[src/hdl/core_sfr_pkg.sv]
// Package for the core special-function block: register indices,
// field positions, reset values, operation codes and carrier structs.
// Assumes one core clock shared by the block and the execution unit.
package core_sfr_pkg;

	// Register indices on the plain register port
	localparam int unsigned ADDR_W = 3;
	localparam logic [2:0] REG_STATUS = 3'h0;
	localparam logic [2:0] REG_OPTION = 3'h1;
	localparam logic [2:0] REG_POWER_FLAGS_REG   = 3'h2;
	localparam logic [2:0] REG_PCL    = 3'h3;
	localparam logic [2:0] REG_PC_HIGH_LATCH = 3'h4;

	// Flag and bank register fields
	localparam int unsigned STAT_IRP   = 7;
	localparam int unsigned STAT_RP_HI = 6;
	localparam int unsigned STAT_RP_LO = 5;
	localparam int unsigned STAT_TO    = 4;
	localparam int unsigned STAT_PD    = 3;
	localparam int unsigned STAT_Z     = 2;
	localparam int unsigned STAT_DC    = 1;
	localparam int unsigned STAT_C     = 0;

	// Timer configuration fields
	localparam int unsigned OPT_PUD   = 7;
	localparam int unsigned OPT_EDG   = 6;
	localparam int unsigned OPT_CS    = 5;
	localparam int unsigned OPT_SE    = 4;
	localparam int unsigned OPT_PSA   = 3;
	localparam int unsigned OPT_PS_HI = 2;

	// Power flag fields
	localparam int unsigned POWER_FLAGS_REG_POR = 1;
	localparam int unsigned POWER_FLAGS_REG_BOR = 0;

	// Widths and reset values
	localparam int unsigned PC_W     = 13;
	localparam int unsigned LATCH_W  = 5;
	localparam int unsigned JUMP_W   = 11;
	localparam int unsigned PAGE_HI  = 4;
	localparam int unsigned PAGE_LO  = 3;
	localparam int unsigned PRESC_W  = 8;
	localparam logic [7:0]  OPTION_RST = 8'hff;
	localparam logic [4:0]  PC_HIGH_LATCH_RST = 5'h00;
	localparam logic [12:0] PC_RST     = 13'h0000;
	localparam logic [12:0] IRQ_VECTOR = 13'h0004;

	typedef enum logic [3:0] {
		OP_NONE, OP_ADD, OP_SUB, OP_LOGIC, OP_RLF, OP_RRF,
		OP_JUMP, OP_CALL, OP_RETURN, OP_IRQ, OP_WATCHDOG_CLEAR_INSTR, OP_SLEEP
	} op_kind_e;

	typedef struct packed {
		logic        valid;
		op_kind_e    kind;
		logic [7:0]  a;
		logic [7:0]  b;
		logic [7:0]  logic_res;
		logic        c_in;
		logic [10:0] target;
		logic        step;
	} exec_op_s;

	typedef struct packed {
		logic [7:0] result;
		logic       z;
		logic       dc;
		logic       c;
		logic       z_hit;
		logic       dc_hit;
		logic       c_hit;
	} alu_out_s;

	typedef struct packed {
		logic [8:0] indirect;
		logic [8:0] direct;
	} data_addr_s;

endpackage

[src/hdl/core_alu_flags.sv]
// Result and flag generation for arithmetic, logic and rotate operations.
// Purely combinational; the caller registers what it keeps.
`timescale 1ns/1ns
`default_nettype none
module core_alu_flags
	import core_sfr_pkg::*;
(
	// Operation in
	input  wire exec_op_s op,
	// Result and flags out
	output alu_out_s      res
);

	function automatic logic [8:0] add9(input logic [7:0] x,
	                                    input logic [7:0] y,
	                                    input logic       ci);
		return {1'b0, x} + {1'b0, y} + {8'h00, ci};
	endfunction

	logic [7:0] opb;
	logic       ci;
	logic [8:0] full;
	logic [8:0] nib;

	always_comb begin
		opb  = (op.kind == OP_SUB) ? ~op.b : op.b;
		ci   = (op.kind == OP_SUB);
		full = add9(op.a, opb, ci);
		nib  = add9({4'h0, op.a[3:0]}, {4'h0, opb[3:0]}, ci);
		res  = '0;
		case (op.kind)
			OP_ADD, OP_SUB: begin
				res.result = full[7:0];
				res.c      = full[8];
				res.dc     = nib[4];
				res.z      = (full[7:0] == 8'h00);
				res.z_hit  = 1'b1;
				res.dc_hit = 1'b1;
				res.c_hit  = 1'b1;
			end
			OP_LOGIC: begin
				res.result = op.logic_res;
				res.z      = (op.logic_res == 8'h00);
				res.z_hit  = 1'b1;
			end
			OP_RLF: begin
				res.result = {op.a[6:0], op.c_in};
				res.c      = op.a[7];
				res.c_hit  = 1'b1;
			end
			OP_RRF: begin
				res.result = {op.c_in, op.a[7:1]};
				res.c      = op.a[0];
				res.c_hit  = 1'b1;
			end
			default: res.result = op.a;
		endcase
	end

endmodule // core_alu_flags
`default_nettype wire

[src/hdl/core_status_pc_stack.sv]
// Core flags, bank select, timer configuration, power flags, program
// counter and circular return stack. Driven by the execution unit on
// the core clock; pins are synchronised here.
`timescale 1ns/1ns
`default_nettype none
module core_status_pc_stack
	import core_sfr_pkg::*;
#(
	parameter int unsigned STACK_DEPTH = 8,
	parameter int unsigned SP_W        = 3
) (
	// Clock and reset
	input  wire logic              mclk,
	input  wire logic              nrst,
	// Register port
	input  wire logic [ADDR_W-1:0] reg_addr,
	input  wire logic [7:0]        reg_wdata,
	input  wire logic              reg_wr,
	input  wire logic              reg_rd,
	output logic      [7:0]        reg_rdata,
	// Execution unit
	input  wire exec_op_s          exec_op,
	input  wire logic [7:0]        fsr,
	input  wire logic [6:0]        dir_offset,
	output logic      [7:0]        alu_result,
	output logic      [PC_W-1:0]   pc_out,
	output data_addr_s             data_addr,
	// Reset and watchdog events
	input  wire logic              wdt_timeout,
	input  wire logic              bor_event,
	input  wire logic              other_reset,
	// Timer, interrupt and pull-up side
	input  wire logic              timer0_ext_clock_pin,
	input  wire logic              ext_interrupt_pin,
	input  wire logic              instr_tick,
	input  wire logic              wdt_base_tick,
	input  wire logic [7:0]        pullup_enable_mask,
	output logic      [7:0]        pullup_en,
	output logic                   timer0_inc,
	output logic                   wdt_tick,
	output logic                   ext_irq
);

	typedef struct packed {
		logic             indirect_bank_select;
		logic [1:0]       rp;
		logic             to;
		logic             pd;
		logic             z;
		logic             dc;
		logic             c;
		logic [7:0]       option;
		logic             por;
		logic             bor;
		logic [4:0]       pc_high_latch;
		logic [PC_W-1:0]  pc;
		logic [SP_W-1:0]  sp;
		logic [PRESC_W-1:0] pscnt;
		logic [2:0]       t0pin;
		logic [2:0]       irqpin;
		logic [7:0]       rdata;
		logic [7:0]       alu_res;
		logic [7:0]       pullup_en;
		logic             t0_inc;
		logic             wdt_tick;
		logic             ext_irq;
		data_addr_s       addr;
	} core_state_s;

	localparam core_state_s STATE_RST = '{
		to: 1'b1, pd: 1'b1, option: OPTION_RST, pc_high_latch: PC_HIGH_LATCH_RST,
		pc: PC_RST, default: '0};

	function automatic logic [7:0] rate_mask(input logic [3:0] sh);
		logic [8:0] m9;
		m9 = (9'h001 << sh) - 9'h001;
		return m9[7:0];
	endfunction

	core_state_s     st_q;
	core_state_s     d;
	alu_out_s        alu;
	logic [PC_W-1:0] stack_top;
	logic            push;
	logic            pop;
	logic [SP_W-1:0] top_addr;
	logic            wr_st;
	logic            pcl_wr;
	logic            hw_rst;
	logic            t0_src;
	logic            ps_src;
	logic            ps_done;
	logic [7:0]      ps_mask;
	logic [3:0]      t0_sh;
	logic [3:0]      wdt_sh;

	core_alu_flags u_alu (
		.op  (exec_op),
		.res (alu)
	);

	return_stack_ram #(
		.DEPTH (STACK_DEPTH),
		.WIDTH (PC_W),
		.AW    (SP_W)
	) u_stack (
		.mclk    (mclk),
		.nrst    (nrst),
		.we      (push),
		.waddr   (st_q.sp),
		.wdata   (st_q.pc),
		.raddr   (top_addr),
		.rdata_q (stack_top)
	);

	always_comb begin
		d      = st_q;
		wr_st  = reg_wr && (reg_addr == REG_STATUS);
		pcl_wr = reg_wr && (reg_addr == REG_PCL);
		hw_rst = bor_event || other_reset;
		push   = 1'b0;
		pop    = 1'b0;

		// Pin synchronisers, third stage only for edge detection
		d.t0pin  = {st_q.t0pin[1:0], timer0_ext_clock_pin};
		d.irqpin = {st_q.irqpin[1:0], ext_interrupt_pin};

		// Register writes
		if (reg_wr) begin
			case (reg_addr)
				REG_STATUS: begin
					d.indirect_bank_select = reg_wdata[STAT_IRP];
					d.rp  = reg_wdata[STAT_RP_HI:STAT_RP_LO];
					d.z   = reg_wdata[STAT_Z];
					d.dc  = reg_wdata[STAT_DC];
					d.c   = reg_wdata[STAT_C];
				end
				REG_OPTION: d.option = reg_wdata;
				REG_POWER_FLAGS_REG: begin
					d.por = reg_wdata[POWER_FLAGS_REG_POR];
					d.bor = reg_wdata[POWER_FLAGS_REG_BOR];
				end
				REG_PCL:    d.pc = {st_q.pc_high_latch, reg_wdata};
				REG_PC_HIGH_LATCH: d.pc_high_latch = reg_wdata[LATCH_W-1:0];
				default: ;
			endcase
		end

		// Execution unit operation
		if (exec_op.valid) begin
			d.alu_res = alu.result;
			if (alu.z_hit) begin
				d.z = alu.z;
			end
			if (alu.dc_hit) begin
				d.dc = alu.dc;
			end
			if (alu.c_hit) begin
				d.c = alu.c;
			end
			if (exec_op.step && !pcl_wr) begin
				d.pc = st_q.pc + 13'h0001;
			end
			case (exec_op.kind)
				OP_JUMP: begin
					if (!pcl_wr) begin
						d.pc = {st_q.pc_high_latch[PAGE_HI:PAGE_LO],
						        exec_op.target};
					end
				end
				OP_CALL: begin
					push = 1'b1;
					if (!pcl_wr) begin
						d.pc = {st_q.pc_high_latch[PAGE_HI:PAGE_LO],
						        exec_op.target};
					end
				end
				OP_IRQ: begin
					push = 1'b1;
					d.pc = IRQ_VECTOR;
				end
				OP_RETURN: begin
					pop  = 1'b1;
					d.pc = stack_top;
				end
				OP_WATCHDOG_CLEAR_INSTR: begin
					d.to = 1'b1;
					d.pd = 1'b1;
				end
				OP_SLEEP: begin
					d.to = 1'b1;
					d.pd = 1'b0;
				end
				default: ;
			endcase
		end

		// Pointer wraps freely in both directions
		if (push) begin
			d.sp = st_q.sp + 3'h1;
		end else if (pop) begin
			d.sp = st_q.sp - 3'h1;
		end

		if (wdt_timeout) begin
			d.to = 1'b0;
		end

		// Brown-out or other non-power reset; a watchdog timeout only clears the timeout flag
		if (hw_rst) begin
			d.pc     = PC_RST;
			d.indirect_bank_select    = 1'b0;
			d.rp     = 2'b00;
			d.option = OPTION_RST;
			d.pc_high_latch = PC_HIGH_LATCH_RST;
			push     = 1'b0;
			d.sp     = st_q.sp;
		end
		if (bor_event) begin
			d.to  = 1'b1;
			d.pd  = 1'b1;
			d.bor = 1'b0;
		end

		// Timer0 source and prescaler
		t0_src = st_q.option[OPT_CS] ?
			(st_q.option[OPT_SE] ?
				(!st_q.t0pin[1] && st_q.t0pin[2]) :
				(st_q.t0pin[1] && !st_q.t0pin[2])) :
			instr_tick;
		t0_sh   = {1'b0, st_q.option[OPT_PS_HI:0]} + 4'h1;
		wdt_sh  = {1'b0, st_q.option[OPT_PS_HI:0]};
		ps_src  = st_q.option[OPT_PSA] ? wdt_base_tick : t0_src;
		ps_mask = st_q.option[OPT_PSA] ? rate_mask(wdt_sh) :
		          rate_mask(t0_sh);
		ps_done = ps_src && ((st_q.pscnt & ps_mask) == ps_mask);
		if (ps_src) begin
			d.pscnt = ps_done ? '0 : st_q.pscnt + 8'h01;
		end
		d.t0_inc   = st_q.option[OPT_PSA] ? t0_src : ps_done;
		d.wdt_tick = st_q.option[OPT_PSA] ? ps_done : wdt_base_tick;

		// External interrupt edge
		d.ext_irq = st_q.option[OPT_EDG] ?
			(st_q.irqpin[1] && !st_q.irqpin[2]) :
			(!st_q.irqpin[1] && st_q.irqpin[2]);

		d.pullup_en = st_q.option[OPT_PUD] ? 8'h00 :
		              pullup_enable_mask;
		d.addr.indirect = {st_q.indirect_bank_select, fsr};
		d.addr.direct   = {st_q.rp, dir_offset};

		// Register reads
		if (reg_rd) begin
			case (reg_addr)
				REG_STATUS: d.rdata = {st_q.indirect_bank_select, st_q.rp, st_q.to,
				                       st_q.pd, st_q.z, st_q.dc, st_q.c};
				REG_OPTION: d.rdata = st_q.option;
				REG_POWER_FLAGS_REG:   d.rdata = {6'h00, st_q.por, st_q.bor};
				REG_PCL:    d.rdata = st_q.pc[7:0];
				REG_PC_HIGH_LATCH: d.rdata = {3'h0, st_q.pc_high_latch};
				default:    d.rdata = 8'h00;
			endcase
		end
	end

	assign top_addr = d.sp - 3'h1;

	always_ff @(posedge mclk or negedge nrst) begin
		if (!nrst) begin
			st_q <= STATE_RST;
		end else begin
			st_q <= d;
		end
	end

	assign reg_rdata  = st_q.rdata;
	assign alu_result = st_q.alu_res;
	assign pc_out     = st_q.pc;
	assign data_addr  = st_q.addr;
	assign pullup_en  = st_q.pullup_en;
	assign timer0_inc = st_q.t0_inc;
	assign wdt_tick   = st_q.wdt_tick;
	assign ext_irq    = st_q.ext_irq;

	logic pd_evt;
	assign pd_evt = wdt_timeout || bor_event ||
		(exec_op.valid && (exec_op.kind inside {OP_WATCHDOG_CLEAR_INSTR, OP_SLEEP}));
endmodule // core_status_pc_stack
`default_nettype wire

[src/hdl/return_stack_ram.sv]
// Small memory for the return-address stack, registered read data.
// A write to the address being read is forwarded into the read register.
`timescale 1ns/1ns
`default_nettype none
module return_stack_ram #(
	parameter int unsigned DEPTH = 8,
	parameter int unsigned WIDTH = 13,
	parameter int unsigned AW    = 3
) (
	// Clock and reset
	input  wire logic             mclk,
	input  wire logic             nrst,
	// Write port
	input  wire logic             we,
	input  wire logic [AW-1:0]    waddr,
	input  wire logic [WIDTH-1:0] wdata,
	// Read port
	input  wire logic [AW-1:0]    raddr,
	output logic      [WIDTH-1:0] rdata_q
);

	logic [WIDTH-1:0] mem [DEPTH];

	always_ff @(posedge mclk) begin
		if (we) begin
			mem[waddr] <= wdata;
		end
	end

	always_ff @(posedge mclk or negedge nrst) begin
		if (!nrst) begin
			rdata_q <= '0;
		end else if (we && (waddr == raddr)) begin
			rdata_q <= wdata;
		end else begin
			rdata_q <= mem[raddr];
		end
	end

endmodule // return_stack_ram
`default_nettype wire
[config.mk]
export PLATFORM = sky130hd
export DESIGN_NAME = core_status_pc_stack
export DESIGN_NICKNAME = d
export VERILOG_FILES = /design/src/hdl/core_sfr_pkg.sv /design/src/hdl/core_alu_flags.sv /design/src/hdl/core_status_pc_stack.sv /design/src/hdl/return_stack_ram.sv
export SDC_FILE = /design/constraint.sdc
export NUM_CORES = 1
export LEC_CHECK = 0
export ABC_AREA = 1
export ABC_CLOCK_PERIOD_IN_PS = 3500
export BUFFER_PORTS_ARGS = -buffer_cell sky130_fd_sc_hd__buf_2
export CORE_ASPECT_RATIO = 1.2
export CORE_MARGIN = 2
export CORE_UTILIZATION = 58
export CTS_BUF_LIST = sky130_fd_sc_hd__clkbuf_4 sky130_fd_sc_hd__clkbuf_8 sky130_fd_sc_hd__clkbuf_16
export DETAILED_ROUTE_END_ITERATION = 16
export HOLD_SLACK_MARGIN = 0.08
export PLACE_DENSITY = 0.86
export SLEW_MARGIN = 20
export SYNTH_ARGS = -nofsm -noshare
export SYNTH_HDL_FRONTEND = slang
export SYNTH_SLANG_ARGS = --single-unit
[constraint.sdc]
create_clock -name mclk -period 3.5 [get_ports mclk]
set_input_delay 0.525 -clock mclk [delete_from_list [all_inputs] [get_ports mclk]]
set_output_delay 0.525 -clock mclk [all_outputs]
set_load 0.1 [all_outputs]
* Word-level counts from Yosys, hierarchy flattened *
Memory sizes are Yosys's and may differ from the RTL's. A register that Yosys moved wholly into a read port is not among the register bits.
Cells that the tools add are included.

cells by class
  $add $sub $neg = 12
  eq/ne operators = 16
  shift-type cells = 2
  muxes and demuxes = 50
  bitwise gates (word level) = 2
  reductions and logical operators = 39

operators by type and width
  cell                   number
  $mux 13                4
  $mux 8                 6
  $pmux 8 s5             1
  $pmux 13 s3            1
  $pmux 8 s4             1
  $mux 31                1
  $mux 1                 22
  $mux 21                1
  $mux 3                 6
  $eq 4x3->1 const B     4
  $eq 4x4->1 const B     4
  $logic_not 8->1        2
  $sub 8x1->8 const B    2
  $reduce_and 2->1       7
  $reduce_bool 2->1      7
  $add 13x1->13 const B  1
  $mux 5                 2
  $add 8x8->9            1
  $add 9x1->9            1
  $add 8x1->8 const B    1
  $and 8x8->8            1
  $eq 4x2->1 const B     2
  $eq 8x8->1             1
  $not 8->8              1
  other kinds (24)       41

storage, ports and cells
  flip-flop bits (word level) = 98
  RAM bits = 104
  output and inout port bits = 58
  logic and storage cells = 146
  memories = 1

memory list
  name         words  width  rd ports  clocked after memory_dff  write ports  RTL line                source
  u_stack.mem  8      13     1         1                         1            return_stack_ram.sv:22  logic [WIDTH-1:0] mem [DEPTH];

* Depth between registers and ports, before layout *
Gate-level depths: netlist of the first run.

  word-level depth = 10
  gate-level depth with buffers = 19
  mapped depth without buffers = 17

* By module *
A second synthesis of the first run with hierarchy kept.

second synthesis, totals
  cells, all modules = 1,350
  area total of the unflattened synthesis = 11,573.6 um^2

by module, submodules not included
  module                instances  cells each  area an instance (um^2)
  core_status_pc_stack  1          701         5,652.9
  return_stack_ram      1          482         5,013.6
  core_alu_flags        1          167         907.1

* Worst setup path before layout of the first run *
OpenSTA, ideal clock, no wires.

  kind = input-to-reg
  start = input port exec_op[39] (netlist bit)
  end = register u_stack.rdata_q[9] (read register of u_stack.mem)
  arrival time = 2.870 ns
  path slack = 0.513 ns
  stages = 18
  buffers on the path = 4
  path through = inv_2 -> nor2_2 -> nand2_2 -> nand2_4 -> nand3_4 -> nand3_2 -> nand2_4 -> buf_6 -> buf_12 -> ha_1 -> clkbuf_1 -> clkinv_1 -> nand2_1 -> a21oi_1 -> nand3_1 -> buf_4 -> nand2_1 -> nand2_1

on the way
  longest elaborated chain between the ends = 7
  elaborated cells between the ends (all ways) = 12
  classes of those cells = add/sub: 1; eq/ne: 3; mux: 7; reduce/logical: 1

ends and longest elaborated chain
  what                                              RTL line                                                  source
  start: declaration                                core_status_pc_stack.sv:22                                input wire exec_op_s exec_op,
  $eq 4x4->1 / $eq 4x3->1 (equally long branches)   core_status_pc_stack.sv:164                               case (exec_op.kind)
  $mux 1 / $reduce_or 2->1 (equally long branches)  n/a
  $mux 1, on equally long branches                  core_status_pc_stack.sv:150, core_status_pc_stack.sv:164
  $mux 3 / $mux 1 (equally long branches)           core_status_pc_stack.sv:201, core_status_pc_stack.sv:150
  $mux 3 *                                          core_status_pc_stack.sv:199                               if (push) begin
  $mux 21 *                                         core_status_pc_stack.sv:210                               if (hw_rst) begin
  $sub 3x1->3 *                                     core_status_pc_stack.sv:267                               assign top_addr = d.sp - 3'h1;
  end: declaration                                  return_stack_ram.sv:19                                    output logic [WIDTH-1:0] rdata_q

Every way passes the cells marked *; elsewhere a longest branch is shown, timed or not.
A chain may end at the register's enable or synchronous reset.

==> flow_summary_export.csv, run 1 <==
group,metric,value,unit
outcome,status,"completed",
floorplan,die-area,20300,um^2
setup_path,crit_chain,"inv_1, ha_1, o21ai_0, nand2_1, o21ai_0, inv_1, ha_1, clkinv_1, nand2_1, a21oi_1, nand3_1, nand2_1, nand2_1",
clock_network,cts_made_buffers,21,
synthesis,synth-edff-count,104,
synthesis,synth.most_common_cell,"nand2_1",
grt,grt_max_degree,68,
route,drt-pass1-iter-count,6,
pwr,power.density,577,nW/um^2
route,drt-initial-drc-count,1148,
timing,fin_crit_sh,88.5,%
synthesis,syn-num-nets,1342,
place,hpwl,19.5,mm
layout,antenna_cells,0,
synthesis,synthTopCellsByCount,"312 x nand2_1, 153 x nand3_1, 119 x inv_1",
floorplan,ioPinCount,145,
grt,grt_pass1_wl,45.2,mm
route,ant_nets,0,
clock_network,clkLatencyLatePin,0.51,ns
pwr,p_leak,5.76,nW
route,wirelength,28.1,mm
timing,slew_headroom,36.2,%
synthesis,synth_top_area_share,28.0,%
synthesis,async_reset_ff_share,51.6,%
timing,setup_violations,0,
floorplan,die_h,156,um
floorplan,fp-row-count,55,
setup_path,path_delay_family,"simple AND/OR/NAND/NOR gates",
timing,hold_viol,0,
synthesis,synth.distinct_cells,47,
synthesis,synth_flop_cell,"edfxtp_1",
setup_path,cpPeakStageDelay,0.53,ns
hold_path,min_path_type,"in -> reg",
clock_network,htree_levels,1,
clock_network,cts.sinks,215,
run,cap_violations,0,
route,via_count,9287,
clock_network,ctsResizeCount,0,
grt,grt_pass1_vias,9118,
clock_network,clockRootBuffer,"clkbuf_16",
synthesis,ys_seq_elements,215,
setup_path,cp_max_fo,13,
clock_network,ctsHoldBuffers,0,
setup_path,crit_required,3.88,ns
timing,max_slew.worst_pin.slew,0.954,ns
synthesis,ys_seq_area_share,53.1,%
clock_network,post-cts-setup-buffers,0,
setup_path,cp-start-kind,"register",
route,avgViaCountPerCell,5.78,
timing,rsz0062_at_grt,"no",
place,io_buffers,144,
timing,maxSlewViolCount,0,
clock_network,cts_tree,"yes",
timing,period_needed,3.10,ns
timing,fin_setup_tns,0,ns
clock_network,clockBufferDepth,3,
synthesis,syn-cell-area,11100,um^2
clock_network,clkTransAtPathRegs,0.07,ns
floorplan,initial_utilization,59.1,%
setup_path,cp_common_cell,"nand2_1",
synthesis,synth_cells,1239,
layout,syn2layout_area_growth,11.8,%
synthesis,avgSynthCellArea,8.99,um^2
place,gp_congestion,0.943,
setup_path,critPathBufInv,3,
timing,fmax,323,MHz
floorplan,core-area,18900,um^2
floorplan,die_w,130,um
layout,drive_gt1_share,19.6,%
setup_path,crit_type,"reg -> reg",
pwr,irDropWorstVdd,0.561,mV
grt,antenna_found_initial,0,
synthesis,ys_top_cells_by_area,"edfxtp_1 28%, dfrtp_1 23%, nand2_1 11%",
pwr,finalPower,7.18,mW
synthesis,yosysTopAreaCell,"edfxtp_1",
route,wl_per_cell,17.5,um
layout,fin_nets,1439,
setup_path,endpoint_kind,"register",
synthesis,yosysWarnings,0,
timing,fin_skew,0.0264,ns
grt,grt-ovfl-total,0,
route,drc,0,
setup_path,cp_data_arrival_time,3.48,ns
grt,grt_usage,28.0,%
setup_path,crit_slowest_cell,"dfrtp_1",
-- power by group --
group          internal [mW]  switching [mW]
registers               2.84           0.180
logic                  0.577            1.40
clock network           1.23           0.942
-- kinds of logic after synthesis --
kind of cell    share of synthesized area [%]
flops                                    53.1
mux                                     0.303
buf+inv                                  9.75
fa+ha+maj                                1.86
compound gates                           9.41
simple gates                             24.0
xor+xnor                                 1.57
-- cell type report --
| type | instances | area [um^2] |
|---|---|---|
| clock buffers | 26 | 569 |
| repair buffers | 170 | 918 |
| well taps | 256 | 320 |
| multi-input cells | 803 | 4170 |
| clock inverters | 12 | 90.1 |
| flip-flops and latches | 215 | 5910 |
| fillers | 1437 | 6410 |
| inverters | 125 | 469 |
-- final timing paths --
path / startpoint / endpoint / slack [ns] / cells past startpoint
setup / recovery: st_q[60] / u_stack.rdata_q[0] / 0.40 / 13
setup reg to reg: st_q[60] / u_stack.rdata_q[0] / 0.40 / 13
max in group asynchronous: nrst / st_q[93] / 2.54 / 2
hold / removal: dir_offset[5] / data_addr[5] / 0.12 / 1
min in group asynchronous: nrst / alu_result[0] / 0.13 / 1
hold reg to reg: d[49] / d[50] / 0.35 / 0
-- metal layers --
metal / track usage (%) / share of wire (%)
met1: 35.8 / 37
met2: 47.0 / 50
met3: 4.32 / 8.6
met4: 12.8 / 4.1
met5: 0 / 0
-- stage by stage --
stage	hold WS [ns]	instances	setup WS (ns)	instance area (um^2)	utilization [%]
final	0.118	1607	0.402	12400	66.0
after global routing	0.105	1607	0.142	12400	66.0
after CTS	0.106	1607	0.440	12400	66.0
after detailed placement	0.341	1569	0.344	11800	62.5
after global placement	0.340	1569	0.505	11800	62.5
after floorplan	0.229	1239	0.513	11100	-
-- cells in the final DEF, fill, tap and decap left out, types with 7 or more instances in the layout --
master / count
clkbuf_16: 21
nand2_4: 15
inv_1: 119
nor3_1: 7
dfrtp_1: 101
nor2_1: 50
o22ai_1: 9
xor2_1: 9
edfxtp_1: 104
xnor2_1: 11
o21ai_0: 77
nand4_1: 11
nand2_1: 312
dfstp_2: 10
clkinv_1: 7
buf_2: 143
nor3_2: 7
o211ai_1: 16
a21oi_1: 41
nand3_2: 11
ha_1: 15
buf_4: 27
nand3_1: 153
-- worst reg2reg max path: cells and delay by family, from the launching register on --
kind | cells | cell delay [ns]
adders and majority gates | 2 | 0.76
AOI/OAI and AO/OA | 3 | 0.48
DFF | 1 | 0.53
and+or+nand+nor | 5 | 0.84
buffers and inverters | 3 | 0.37
-- flip-flops by register name, summed over array words and instances (netlist names) --
signal and flops:
d 7, reg_rdata 8, st_q 33, u_stack.rdata_q 13, ext_irq 1, timer0_inc 1, pullup_en 8, wdt_tick 1
pc_out 13, data_addr 18, u_stack.mem 104, alu_result 8
No activity file was read; power rests on OpenSTA's default activity.
==> run 2: changes to the inputs <==
ABC_AREA = 0   (was 1)
CTS_CLUSTER_SIZE = 25   (was unset)
==> flow_summary_export.csv, run 2 <==
group,metric,value,unit
layout,antenna_cells,0,
layout,drive_gt1_share,24.4,%
grt,antenna_found_initial,0,
synthesis,synth_flop_cell,"edfxtp_1",
layout,multiInputGateArea,4340,um^2
pwr,irDropWorstVdd,0.399,mV
synthesis,synth.distinct_cells,78,
route,wl_per_cell,19.6,um
pwr,seqPwrFrac,36.4,%
grt,grt_pass1_vias,8189,
setup_path,crit_type,"reg -> reg",
route,avgViaCountPerCell,6.10,
grt,grt_pass1_wl,42.6,mm
floorplan,fp-row-count,55,
clock_network,post-cts-setup-buffers,0,
outcome,status,"completed",
synthesis,ys_seq_area_share,53.9,%
synthesis,avgSynthCellArea,11.0,um^2
timing,fin_setup_tns,0,ns
setup_path,cp_data_arrival_time,3.52,ns
synthesis,async_reset_ff_share,51.6,%
timing,fin_skew,0.0123,ns
timing,hold_viol,0,
synthesis,synth_cells,994,
clock_network,ctsHoldBuffers,0,
hold_path,min_path_type,"in -> async",
layout,final_cell_mix,"143 x buf_2, 114 x nand2_1, 104 x edfxtp_1",
place,io_buffers,144,
pwr,power.density,672,nW/um^2
clock_network,htree_levels,1,
timing,period_needed,3.14,ns
route,drt-initial-drc-count,725,
timing,fin_ws,0.361,ns
timing,slew_headroom,46.1,%
synthesis,syn-num-nets,1097,
pwr,p_sw,2.86,mW
floorplan,die_h,155,um
grt,grt_max_degree,61,
timing,rsz0062_at_grt,"no",
timing,fin_crit_sh,89.7,%
place,dp_slack,0.0656,ns
synthesis,synthTopCellsByCount,"114 x nand2_1, 104 x edfxtp_1, 101 x dfrtp_1",
layout,top_register,"u_stack.mem",
setup_path,reg2reg_slack,0.36,ns
layout,syn2layout_area_growth,13.2,%
setup_path,reg2reg_depth,10,
run,cap_violations,0,
place,dpl.cell_count,1318,
pwr,internal_power,5.48,mW
floorplan,initial_utilization,58.6,%
clock_network,clockRootBuffer,"clkbuf_16",
setup_path,crit_slowest_cell,"dfstp_2",
pwr,swShare,34.2,%
pwr,p_leak,5.11,nW
clock_network,clkTransAtPathRegs,0.07,ns
setup_path,endpoint_kind,"register",
route,drt-pass1-iter-count,6,
layout,stdcell_area,12400,um^2
floorplan,die_w,130,um
timing,fmax,319,MHz
grt,grt-ovfl-total,0,
layout,seqCellArea,5910,um^2
timing,holdWs,0.0750,ns
route,wirelength,26.6,mm
synthesis,synth.most_common_cell,"nand2_1",
route,drc,0,
setup_path,critPathBufInv,1,
timing,setup_violations,0,
clock_network,ctsResizeCount,0,
synthesis,ys_seq_elements,215,
synthesis,yosysTopAreaCell,"edfxtp_1",
setup_path,cpPeakStageDelay,0.66,ns
grt,grt_usage,26.9,%
setup_path,path_delay_family,"compound AO/OA/AOI/OAI gates",
pwr,finalPower,8.34,mW
setup_path,crit_required,3.88,ns
layout,largest_reg_flops,104,
setup_path,cp-start-kind,"register",
clock_network,cts.sinks,215,
pwr,comb_power_share,35.0,%
layout,layout.cells.non_filler,1355,
place,gp_congestion,0.898,
layout,fin_nets,1188,
synthesis,syn-cell-area,11000,um^2
timing,maxSlewViolCount,0,
clock_network,cts_tree,"yes",
setup_path,crit_cells,10,
setup_path,cp_max_fo,11,
floorplan,core-area,18700,um^2
floorplan,ioPinCount,145,
route,ant_nets,0,
clock_network,clkLatencyLatePin,0.50,ns
synthesis,synth-edff-count,104,
pwr,clkPwrFrac,28.5,%
timing,max_slew.worst_pin.slew,0.808,ns
layout,final_common_cell,"buf_2",
synthesis,ys_top_cells_by_area,"edfxtp_1 28%, dfrtp_1 23%, mux2i_1 5.0%",
place,dpl-instance-area,11700,um^2
route,via_count,8264,
layout,n_fill_cell,1444,
layout,post-route-util,66.3,%
clock_network,clockBufferDepth,3,
setup_path,crit_chain,"clkinv_1, nor4_1, nor2_1, ha_1, nand2b_1, o221ai_1, a211oi_1, o211a_1, nor2_4, mux2_2",
clock_network,cts_made_buffers,21,
place,hpwl,18.2,mm
floorplan,die-area,20000,um^2
synthesis,yosysWarnings,0,
synthesis,synth_top_area_share,28.5,%
==> run 2: area by class of cell <==
| type | count | share of cell area, % |
|---|---|---|
| clock buffer | 26 | 4.83 |
| clock inverter | 11 | 1.05 |
| inverter | 20 | 0.605 |
| multi-input combinational | 646 | 34.9 |
| sequential | 215 | 47.6 |
| tap | 256 | 2.58 |
| timing repair buffer | 181 | 8.36 |
==> run 2: per-layer routing <==
| metal | global-route usage (%) | vias to the layer above | share of wire (%) | wire, um |
|---|---|---|---|---|
| met4 | 11.8 | 0 | 3.7 | 991 |
| met1 | 34.4 | 3984 | 37 | 9920 |
| met3 | 4.05 | 86 | 7.6 | 2030 |
| li1 | - | 3775 | - | - |
| met5 | 0 | - | 0 | 0 |
| met2 | 45.5 | 419 | 51 | 13700 |
==> run 2: logic make-up after synthesis <==
group	Yosys count	share of synthesized area (%)
and+or+nand+nor	283	12.8
AOI/OAI and AO/OA	252	15.9
DFF	215	53.9
buffers and inverters	133	6.78
muxes	63	5.94
xor gates and xnor gates	32	2.79
adders and majority gates	16	1.89
==> run 2: worst reg2reg max path: stages (launching register included) <==
cell and delay [ns]:
dfstp_2 0.66, clkinv_1 0.29, nor4_1 0.46, nor2_1 0.10, ha_1 0.26, nand2b_1 0.09, o221ai_1 0.13, a211oi_1 0.26
o211a_1 0.39, nor2_4 0.11, mux2_2 0.27
==> run 2: final timing paths <==
path / from / to
max in group asynchronous: nrst / st_q[93]
worst min register to register: d[49] / d[50]
worst min-delay path: nrst / alu_result[3]
worst max register to register: st_q[85] / st_q[51]
min in group mclk: dir_offset[5] / data_addr[5]
worst max-delay path: st_q[85] / st_q[51]
==> run 2: power by group through the flow <==
| stage | Combinational (mW) | Sequential (mW) | Clock (mW) |
|---|---|---|---|
| final | 2.92 | 3.04 | 2.38 |
| after global routing | 3.17 | 3.06 | 2.50 |
| after CTS | 2.93 | 3.03 | 2.40 |
| after detailed placement | 2.91 | 3.07 | 0 |
| after global placement | 2.81 | 3.07 | 0 |
| after floorplan | 2.21 | 2.98 | 0 |
